**config.mk**
```make
export PLATFORM = sky130hd
export DESIGN_NAME = high_side_driver_control
export DESIGN_NICKNAME = d
export VERILOG_FILES = /design/src/rtl/hs_drv_pkg.sv /design/src/rtl/analog_sense_sync.sv /design/src/rtl/high_side_driver_control.sv
export SDC_FILE = /design/constraint.sdc
export NUM_CORES = 1
export LEC_CHECK = 0
export ABC_AREA = 0
export BUFFER_PORTS_ARGS = -buffer_cell sky130_fd_sc_hd__buf_2
export CORE_ASPECT_RATIO = 1.75
export CORE_MARGIN = 5
export CORE_UTILIZATION = 52
export DETAILED_ROUTE_END_ITERATION = 10
export PLACE_DENSITY = 0.79
export SKIP_LAST_GASP = 1
export SLEW_MARGIN = 40
export SYNTH_ARGS = -nofsm -noshare
export SYNTH_HDL_FRONTEND = slang
export SYNTH_SLANG_ARGS = --single-unit
```
**constraint.sdc**
```tcl
create_clock -name clk -period 2.15 [get_ports clk]
set_input_delay 0.215 -clock clk [delete_from_list [all_inputs] [get_ports clk]]
set_output_delay 0.215 -clock clk [all_outputs]
set_load 0.01 [all_outputs]
```
**src/rtl/hs_drv_pkg.sv**
```systemverilog
// Constants for the two-channel high-side driver control block.
// Assumes the host reaches registers by their 8-bit offset on the die bus.
package hs_drv_pkg;
	// Host-side bases; the block itself decodes only the offset
	localparam logic [15:0] BLOCKING_BASE    = 16'h0200;
	localparam logic [15:0] NONBLOCKING_BASE = 16'h0300;

	localparam logic [7:0] CTRL_OFFSET   = 8'h28;
	localparam logic [7:0] STATUS_OFFSET = 8'h29;
	localparam logic [7:0] CTRL_RESET    = 8'h00;
	localparam logic [7:0] UNMAPPED_READ = 8'h00;

	// Control fields
	localparam int DRV1_ON_BIT           = 0;
	localparam int DRV2_ON_BIT           = 1;
	localparam int DRV1_PWM_EN_BIT       = 2;
	localparam int DRV2_PWM_EN_BIT       = 3;
	localparam int DRV1_PWM_SEL_BIT      = 4;
	localparam int DRV2_PWM_SEL_BIT      = 5;
	localparam int OV_CUTOFF_EN_BIT      = 6;
	localparam int OT_IRQ_EN_BIT         = 7;

	// Status fields
	localparam int DRV1_OPEN_LOAD_BIT    = 0;
	localparam int DRV2_OPEN_LOAD_BIT    = 1;
	localparam int DRV1_CUR_LIMIT_BIT    = 2;
	localparam int DRV2_CUR_LIMIT_BIT    = 3;
	localparam int OT_CONDITION_BIT      = 7;

	localparam int SYNC_STAGES           = 3;
endpackage : hs_drv_pkg

```
**src/rtl/analog_sense_sync.sv**
```systemverilog
// Three-stage synchroniser with agreement filter for analog sense inputs.
// Assumes inputs are asynchronous levels from the analog die.
`timescale 1ns/1ps
module analog_sense_sync #(
	parameter int WIDTH = 6
) (
	input  wire logic             clk,
	input  wire logic             rst,
	input  wire logic [WIDTH-1:0] raw,
	output logic      [WIDTH-1:0] clean
);
	logic [WIDTH-1:0] stage1;
	logic [WIDTH-1:0] stage2;
	logic [WIDTH-1:0] stage3;
	wire  [WIDTH-1:0] next_clean;

	// Change taken only when the last two stages agree
	assign next_clean = (stage2 & stage3) | (clean & (stage2 ^ stage3));

	always_ff @(posedge clk) begin
		if (rst) begin
			stage1 <= '0;
			stage2 <= '0;
			stage3 <= '0;
			clean  <= '0;
		end else begin
			stage1 <= raw;
			stage2 <= stage1;
			stage3 <= stage2;
			clean  <= next_clean;
		end
	end
endmodule : analog_sense_sync

```
**src/rtl/high_side_driver_control.sv**
```systemverilog
// Control and protection logic for two high-side output drivers.
// Assumes PWM channels come from same-clock logic; sense inputs are async.
`timescale 1ns/1ps
module high_side_driver_control (
	input  wire logic       clk,
	input  wire logic       rst,
	input  wire logic [7:0] reg_addr,
	input  wire logic       reg_wr,
	input  wire logic       reg_rd,
	input  wire logic [7:0] reg_wdata,
	output logic      [7:0] reg_rdata,
	input  wire logic [1:0] pwm_channel,
	input  wire logic       drv_overtemp_sense,
	input  wire logic       overvoltage_condition,
	input  wire logic [1:0] open_load_sense,
	input  wire logic [1:0] current_limit_sense,
	output logic            drv1_on,
	output logic            drv2_on,
	output logic            drv_irq
);
	logic [7:0] output_driver_control;
	logic       ot_shutdown;
	logic       hv_shutdown;
	logic       drv_overtemp_flag;
	logic       ot_prev;
	logic [5:0] sense_clean;

	wire       ot_cond;
	wire       hv_cond;
	wire [1:0] ol_cond;
	wire [1:0] cl_cond;
	wire       ctrl_wr;
	wire       status_rd;
	wire       ot_event;
	wire       next_ot_shutdown;
	wire       next_hv_shutdown;
	wire       next_flag;
	wire       next_drv1_on;
	wire       next_drv2_on;
	wire [7:0] output_driver_status;
	wire [7:0] next_rdata;

	// Gate for one driver from its control bits and the PWM channels
	function automatic logic drive_gate(
		input logic       enable,
		input logic       pwm_en,
		input logic       pwm_sel,
		input logic [1:0] pwm_ch,
		input logic       shutdown
	);
		logic level;
		level = pwm_sel ? pwm_ch[1] : pwm_ch[0];
		drive_gate = enable & ~shutdown & (~pwm_en | level);
	endfunction : drive_gate

	analog_sense_sync #(
		.WIDTH(6)
	) u_sense_sync (
		.clk  (clk),
		.rst  (rst),
		.raw  ({current_limit_sense, open_load_sense, overvoltage_condition, drv_overtemp_sense}),
		.clean(sense_clean)
	);

	assign ot_cond = sense_clean[0];
	assign hv_cond = sense_clean[1];
	assign ol_cond = sense_clean[3:2];
	assign cl_cond = sense_clean[5:4];

	assign ctrl_wr   = reg_wr & (reg_addr == hs_drv_pkg::CTRL_OFFSET);
	assign status_rd = reg_rd & (reg_addr == hs_drv_pkg::STATUS_OFFSET);
	assign ot_event  = ot_cond & ~ot_prev;

	// Set wins: a write during the condition leaves the latch set
	assign next_ot_shutdown = ot_cond | (ot_shutdown & ~ctrl_wr);
	assign next_hv_shutdown = (hv_cond & output_driver_control[hs_drv_pkg::OV_CUTOFF_EN_BIT])
		| (hv_shutdown & ~(ctrl_wr & ~hv_cond));
	assign next_flag = ot_event | (drv_overtemp_flag & ~status_rd);

	// No low-power mode term: drivers keep running in sleep and stop
	assign next_drv1_on = drive_gate(output_driver_control[hs_drv_pkg::DRV1_ON_BIT],
		output_driver_control[hs_drv_pkg::DRV1_PWM_EN_BIT],
		output_driver_control[hs_drv_pkg::DRV1_PWM_SEL_BIT],
		pwm_channel, next_ot_shutdown | next_hv_shutdown);
	assign next_drv2_on = drive_gate(output_driver_control[hs_drv_pkg::DRV2_ON_BIT],
		output_driver_control[hs_drv_pkg::DRV2_PWM_EN_BIT],
		output_driver_control[hs_drv_pkg::DRV2_PWM_SEL_BIT],
		pwm_channel, next_ot_shutdown | next_hv_shutdown);

	// Open load only counts while the output is actually driven
	assign output_driver_status = {ot_shutdown, 3'b000, cl_cond,
		ol_cond[1] & drv2_on, ol_cond[0] & drv1_on};

	assign next_rdata = (reg_addr == hs_drv_pkg::CTRL_OFFSET)   ? output_driver_control :
	                    (reg_addr == hs_drv_pkg::STATUS_OFFSET) ? output_driver_status  :
	                    hs_drv_pkg::UNMAPPED_READ;

	always_ff @(posedge clk) begin
		if (rst) begin
			output_driver_control <= hs_drv_pkg::CTRL_RESET;
		end else if (ctrl_wr) begin
			output_driver_control <= reg_wdata;
		end
	end

	always_ff @(posedge clk) begin
		if (rst) begin
			ot_shutdown       <= 1'b0;
			hv_shutdown       <= 1'b0;
			drv_overtemp_flag <= 1'b0;
			ot_prev           <= 1'b0;
			drv1_on           <= 1'b0;
			drv2_on           <= 1'b0;
			drv_irq           <= 1'b0;
		end else begin
			ot_shutdown       <= next_ot_shutdown;
			hv_shutdown       <= next_hv_shutdown;
			drv_overtemp_flag <= next_flag;
			ot_prev           <= ot_cond;
			drv1_on           <= next_drv1_on;
			drv2_on           <= next_drv2_on;
			drv_irq           <= next_flag & output_driver_control[hs_drv_pkg::OT_IRQ_EN_BIT];
		end
	end

	// Read data held until the next read
	always_ff @(posedge clk) begin
		if (rst) begin
			reg_rdata <= hs_drv_pkg::UNMAPPED_READ;
		end else if (reg_rd) begin
			reg_rdata <= next_rdata;
		end
	end

	a_ol_report: assert property (@(posedge clk) disable iff (rst)
		(ol_cond[0] && drv1_on) |-> output_driver_status[0])
		else $error("open load not reported");
	// Checked at the read data so the capture path is covered too
	a_ol_gated: assert property (@(posedge clk) disable iff (rst)
		status_rd |=> !(reg_rdata[0] && !$past(drv1_on)) && !(reg_rdata[1] && !$past(drv2_on)))
		else $error("open load reported while off");
	a_cl_report: assert property (@(posedge clk) disable iff (rst)
		output_driver_status[3:2] == cl_cond)
		else $error("current limit bits wrong");
	a_ot_cutoff: assert property (@(posedge clk) disable iff (rst)
		ot_cond |=> !drv1_on && !drv2_on && ot_shutdown)
		else $error("overtemp did not cut drivers");
	a_ot_irq: assert property (@(posedge clk) disable iff (rst)
		ot_cond && !ot_prev |=> drv_overtemp_flag)
		else $error("overtemp event not latched");
	a_ot_status: assert property (@(posedge clk) disable iff (rst)
		ot_cond |=> output_driver_status[7])
		else $error("overtemp status missing");
	a_ot_hold: assert property (@(posedge clk) disable iff (rst)
		ot_shutdown && !ctrl_wr |=> ot_shutdown)
		else $error("overtemp shutdown released without write");
	a_hv_cutoff: assert property (@(posedge clk) disable iff (rst)
		hv_cond && output_driver_control[6] |=> !drv1_on && !drv2_on)
		else $error("armed overvoltage did not cut drivers");
	a_hv_ignore: assert property (@(posedge clk) disable iff (rst)
		!output_driver_control[6] && !hv_shutdown |=> !hv_shutdown)
		else $error("overvoltage acted while disarmed");
	a_hv_release: assert property (@(posedge clk) disable iff (rst)
		hv_shutdown && ctrl_wr && !hv_cond |=> !hv_shutdown)
		else $error("overvoltage shutdown not released");
	a_irq_mask: assert property (@(posedge clk) disable iff (rst)
		drv_irq |-> drv_overtemp_flag && $past(output_driver_control[7]))
		else $error("interrupt escaped mask");
	a_pwm_follow: assert property (@(posedge clk) disable iff (rst)
		output_driver_control[2] && !output_driver_control[4] && !pwm_channel[0] |=> !drv1_on)
		else $error("driver one ignored PWM low");
	a_drv_enable: assert property (@(posedge clk) disable iff (rst)
		drv2_on |-> $past(output_driver_control[1]) && !$past(ot_cond))
		else $error("driver two on while disabled");
	a_read_clear: assert property (@(posedge clk) disable iff (rst)
		status_rd && !ot_event |=> !drv_overtemp_flag)
		else $error("status read kept flag");
	a_status_read: assert property (@(posedge clk) disable iff (rst)
		status_rd |=> reg_rdata == $past(output_driver_status))
		else $error("status read data wrong");
	a_ctrl_read: assert property (@(posedge clk) disable iff (rst)
		reg_rd && reg_addr == hs_drv_pkg::CTRL_OFFSET |=> reg_rdata == $past(output_driver_control))
		else $error("control read data wrong");
	a_ot_release: assert property (@(posedge clk) disable iff (rst)
		ot_shutdown && ctrl_wr && !ot_cond |=> !ot_shutdown)
		else $error("overtemp shutdown not released");
	a_hv_hold: assert property (@(posedge clk) disable iff (rst)
		hv_shutdown && !(ctrl_wr && !hv_cond) |=> hv_shutdown)
		else $error("overvoltage shutdown released early");
	a_irq_raise: assert property (@(posedge clk) disable iff (rst)
		ot_event && output_driver_control[hs_drv_pkg::OT_IRQ_EN_BIT] |=> drv_irq)
		else $error("unmasked overtemp gave no interrupt");
	a_pwm_select: assert property (@(posedge clk) disable iff (rst)
		drv2_on && $past(output_driver_control[hs_drv_pkg::DRV2_PWM_EN_BIT])
		|-> $past(output_driver_control[hs_drv_pkg::DRV2_PWM_SEL_BIT] ? pwm_channel[1] : pwm_channel[0]))
		else $error("driver two followed wrong channel");
	a_drv_gate: assert property (@(posedge clk) disable iff (rst)
		drv1_on |-> $past(output_driver_control[hs_drv_pkg::DRV1_ON_BIT]) && !ot_shutdown && !hv_shutdown)
		else $error("driver one on without cause");
	// No mode input exists, so driver one, enabled with PWM off, must simply stay on
	a_drv_run: assert property (@(posedge clk) disable iff (rst)
		$past(output_driver_control[hs_drv_pkg::DRV1_ON_BIT]) && !$past(output_driver_control[hs_drv_pkg::DRV1_PWM_EN_BIT])
		&& !ot_shutdown && !hv_shutdown |-> drv1_on)
		else $error("enabled driver one not on");
	a_reset_ctrl: assert property (@(posedge clk) disable iff (rst)
		$past(rst) |-> output_driver_control == 8'h00 && !drv1_on && !drv2_on)
		else $error("control not cleared by reset");
endmodule : high_side_driver_control

```
==> impl_metrics.py <==
metrics = {
    "critical_path": {
        "ff2ff_setup_slack_ps": 910,
        "reg2reg_from": "output_driver_control[6]$_SDFFE_PP0P_",
        "start_kind": "flop",
        "reg2reg_to": "drv2_on$_SDFF_PP0_",
        "cp-endpoint": "drv2_on$_SDFF_PP0_",
        "cp-end-kind": "flop",
        "worstPathRequired_ps": 2340,
        "worstRegToRegCells": 3,
        "worstPathArrival_ps": 1430,
        "setup.worst_path.start": "output_driver_control[6]$_SDFFE_PP0P_",
        "crit_type": "reg -> reg",
        "crit_path_max_fanout": 4,
    },
    "synthesis": {
        "seq_area_frac_synth": 0.5251,
        "avgSynthCellArea_um2": 10.30,
        "synth_seq_cells": 47,
        "synth_most_common_cell": "dfxtp_1",
        "syn-num-nets": 208,
        "netlist_top_cells_area": "dfxtp_1, nor2b_1, nand2b_1",
        "netlist_instances": 174,
        "synth_cell_types": 30,
        "yosysTopAreaCell": "dfxtp_1",
        "syn_area_um2": 1792,
        "yosys-top-cells-count": "dfxtp_1, nor2b_1, nand2b_1",
        "synth_edf_count": 0,
        "yosysWarningCount": 0,
        "synth_ff_type": "dfxtp_1",
        "synthArstFlopShare": 0,
        "synth_top_area_share": 0.5251,
    },
    "finish": {
        "layout.nets": 245,
        "num-fill-cells": 324,
        "area_growth_pct": 16.69,
        "n_antenna_cell": 0,
        "drive_above_1_share": 0.2500,
        "fin_area_um2": 2091,
    },
    "clock_tree": {
        "cts-htree-levels": 2,
        "cts-root-buf": "clkbuf_8",
        "holdBufCountCts": 0,
        "clock-sinks": 47,
        "cts_tree": "built",
        "cts_buffers": 5,
        "cts-resized-gates": 0,
        "clk_path_buf_depth": 2,
        "clk_latency_ps": 300,
        "cts_setup_buffers": 0,
        "clkTransAtPathRegs_ps": 90,
    },
    "floorplanning": {
        "die-area_um2": 4766,
        "pin_count": 39,
        "start_util": 0.5327,
        "coreArea_um2": 3363,
        "die_w_um": 54.37,
        "die_h_um": 87.65,
        "fp-row-count": 28,
    },
    "global_routing": {
        "grt_start_max_net_pins": 35,
        "track_usage": 0.1594,
        "antenna_found_initial": 0,
        "grt_overflow_total": 0,
        "grt_pass1_wl_mm": 5.561,
        "first_global_vias": 1308,
    },
    "route": {
        "vias": 1299,
        "wirelength_mm": 3.186,
        "dr.pass1.iters": 4,
        "drtIter0Drc": 23,
        "via_per_inst": 5.054,
        "drtAntennaViolNets": 0,
        "route.detailed.drc": 0,
        "avgRoutedWirePerCell_um": 12.40,
    },
    "timing": {
        "layout_setup_ws_ps": 905.2,
        "finalSetupViolations": 0,
        "fin_crit_sh": 0.5790,
        "drv_slew": 0,
        "skew_ps": 10.56,
        "tns_ps": 0,
        "min_period_ps": 1245,
        "slew_headroom": 0.6344,
        "worst_slew_pin_slew_ps": 548.3,
        "rsz0062_at_grt": "false",
        "hold_viol_final": 0,
        "max_freq_mhz": 803.3,
    },
    "min_path": {
        "worstHoldPathType": "in -> reg",
    },
    "pwr": {
        "leakagePower_nw": 0.8544,
        "ir_drop_uv": 734.7,
        "powerDensity_nw_per_um2": 719.7,
    },
    "placement": {
        "place_area_um2": 2002,
        "dpl_worst_slack_ps": 655.3,
        "numPortBuffers": 38,
        "gp_congestion": 0.7589,
        "place_hpwl_mm": 2.361,
    },
    "run_status": {
        "status": "finished, final reports clean",
    },
    "job": {
        "drv_cap": 0,
    },
}
critical path, cell delays in order (launching register included):
cell,delay (ps)
dfxtp_1,340
o21ai_0,260
nand4_1,170
a221oi_1,370
worst min-delay path by stage:
stage | to | startpoint | slack [ps] | cells past startpoint
after CTS | u_sense_sync.stage1[3]$_SDFF_PP0_ | open_load_sense[1] | 120 | 2
after floorplan | u_sense_sync.stage1[0]$_SDFF_PP0_ | drv_overtemp_sense | 340 | 1
after detailed placement | u_sense_sync.stage1[3]$_SDFF_PP0_ | open_load_sense[1] | 430 | 2
after global routing | u_sense_sync.stage1[3]$_SDFF_PP0_ | open_load_sense[1] | 110 | 2
after global placement | u_sense_sync.stage2[4]$_SDFF_PP0_ | u_sense_sync.stage1[4]$_SDFF_PP0_ | 420 | 1
final | u_sense_sync.stage1[5]$_SDFF_PP0_ | current_limit_sense[1] | 130 | 2
sequential cells by signal, summed over array words and instances (netlist names):
name / count
u_sense_sync.stage3: 6
reg_rdata: 8
u_sense_sync.stage1: 6
ot_shutdown: 1
drv_overtemp_flag: 1
u_sense_sync.stage2: 6
drv_irq: 1
hv_shutdown: 1
drv2_on: 1
ot_prev: 1
drv1_on: 1
u_sense_sync.clean: 6
output_driver_control: 8
power breakdown:
part,internal (mW),switching (mW)
combinational,0.0486,0.0475
clock,0.226,0.287
sequential,0.888,0.00648
total,1.16,0.341
through the flow:
step | power (mW) | hold WS [ps] | instances | utilization
detailed placement | 1.013 | 426.7 | 249 | 0.5952
finish | 1.505 | 127.6 | 257 | 0.6217
CTS | 1.522 | 119.2 | 257 | 0.6217
global placement | 1.010 | 415.6 | 249 | 0.5952
global route | 1.578 | 112.6 | 257 | 0.6217
floorplan | 0.9721 | 343.2 | 174 | -
metal layers:
layer  wire, um  global-route usage  share of wire  up-vias
met5          0                   0              0        -
met4        113             0.09977          0.035        0
met3        221             0.04259          0.069       10
met2       1555              0.2726           0.49       39
met1       1296              0.1642           0.41      575
li1           -                   -              -      675
area by class of cell:
type	instances	area, um2	area share
Sequential cell	47	940.9	0.4500
Multi-Input combinational cell	112	777.0	0.3716
Timing Repair Buffer	41	212.7	0.1017
Clock buffer	5	68.82	0.03291
Tap cell	45	56.30	0.02693
Clock inverter	3	20.02	0.009575
Inverter	4	15.01	0.007181
cells by family after synthesis:
logic type	synth area share
adder cells (fa/ha/maj)	0.04190
AND/OR/NAND/NOR	0.2577
flip-flops	0.5251
AO/OA/AOI/OAI	0.08938
multiplexers	0.04469
buffers and inverters	0.04120
placed cells by master, fill, tap and decap left out, drive strengths merged:
cell type	n
o22ai	1
nand2b	18
clkbuf	5
nor2	12
clkinvlp	2
a311oi	6
nor4b	2
or2	1
nand4	8
o21ai	2
inv	4
dfxtp	47
nand3	8
nor3b	1
and3	1
buf	41
ha	6
nor2b	20
o31ai	2
nor4	1
mux2i	8
clkinv	1
a221oi	2
nand2	2
o21a	1
and4bb	1
a21oi	9
Power figures use the tool's default switching activity.
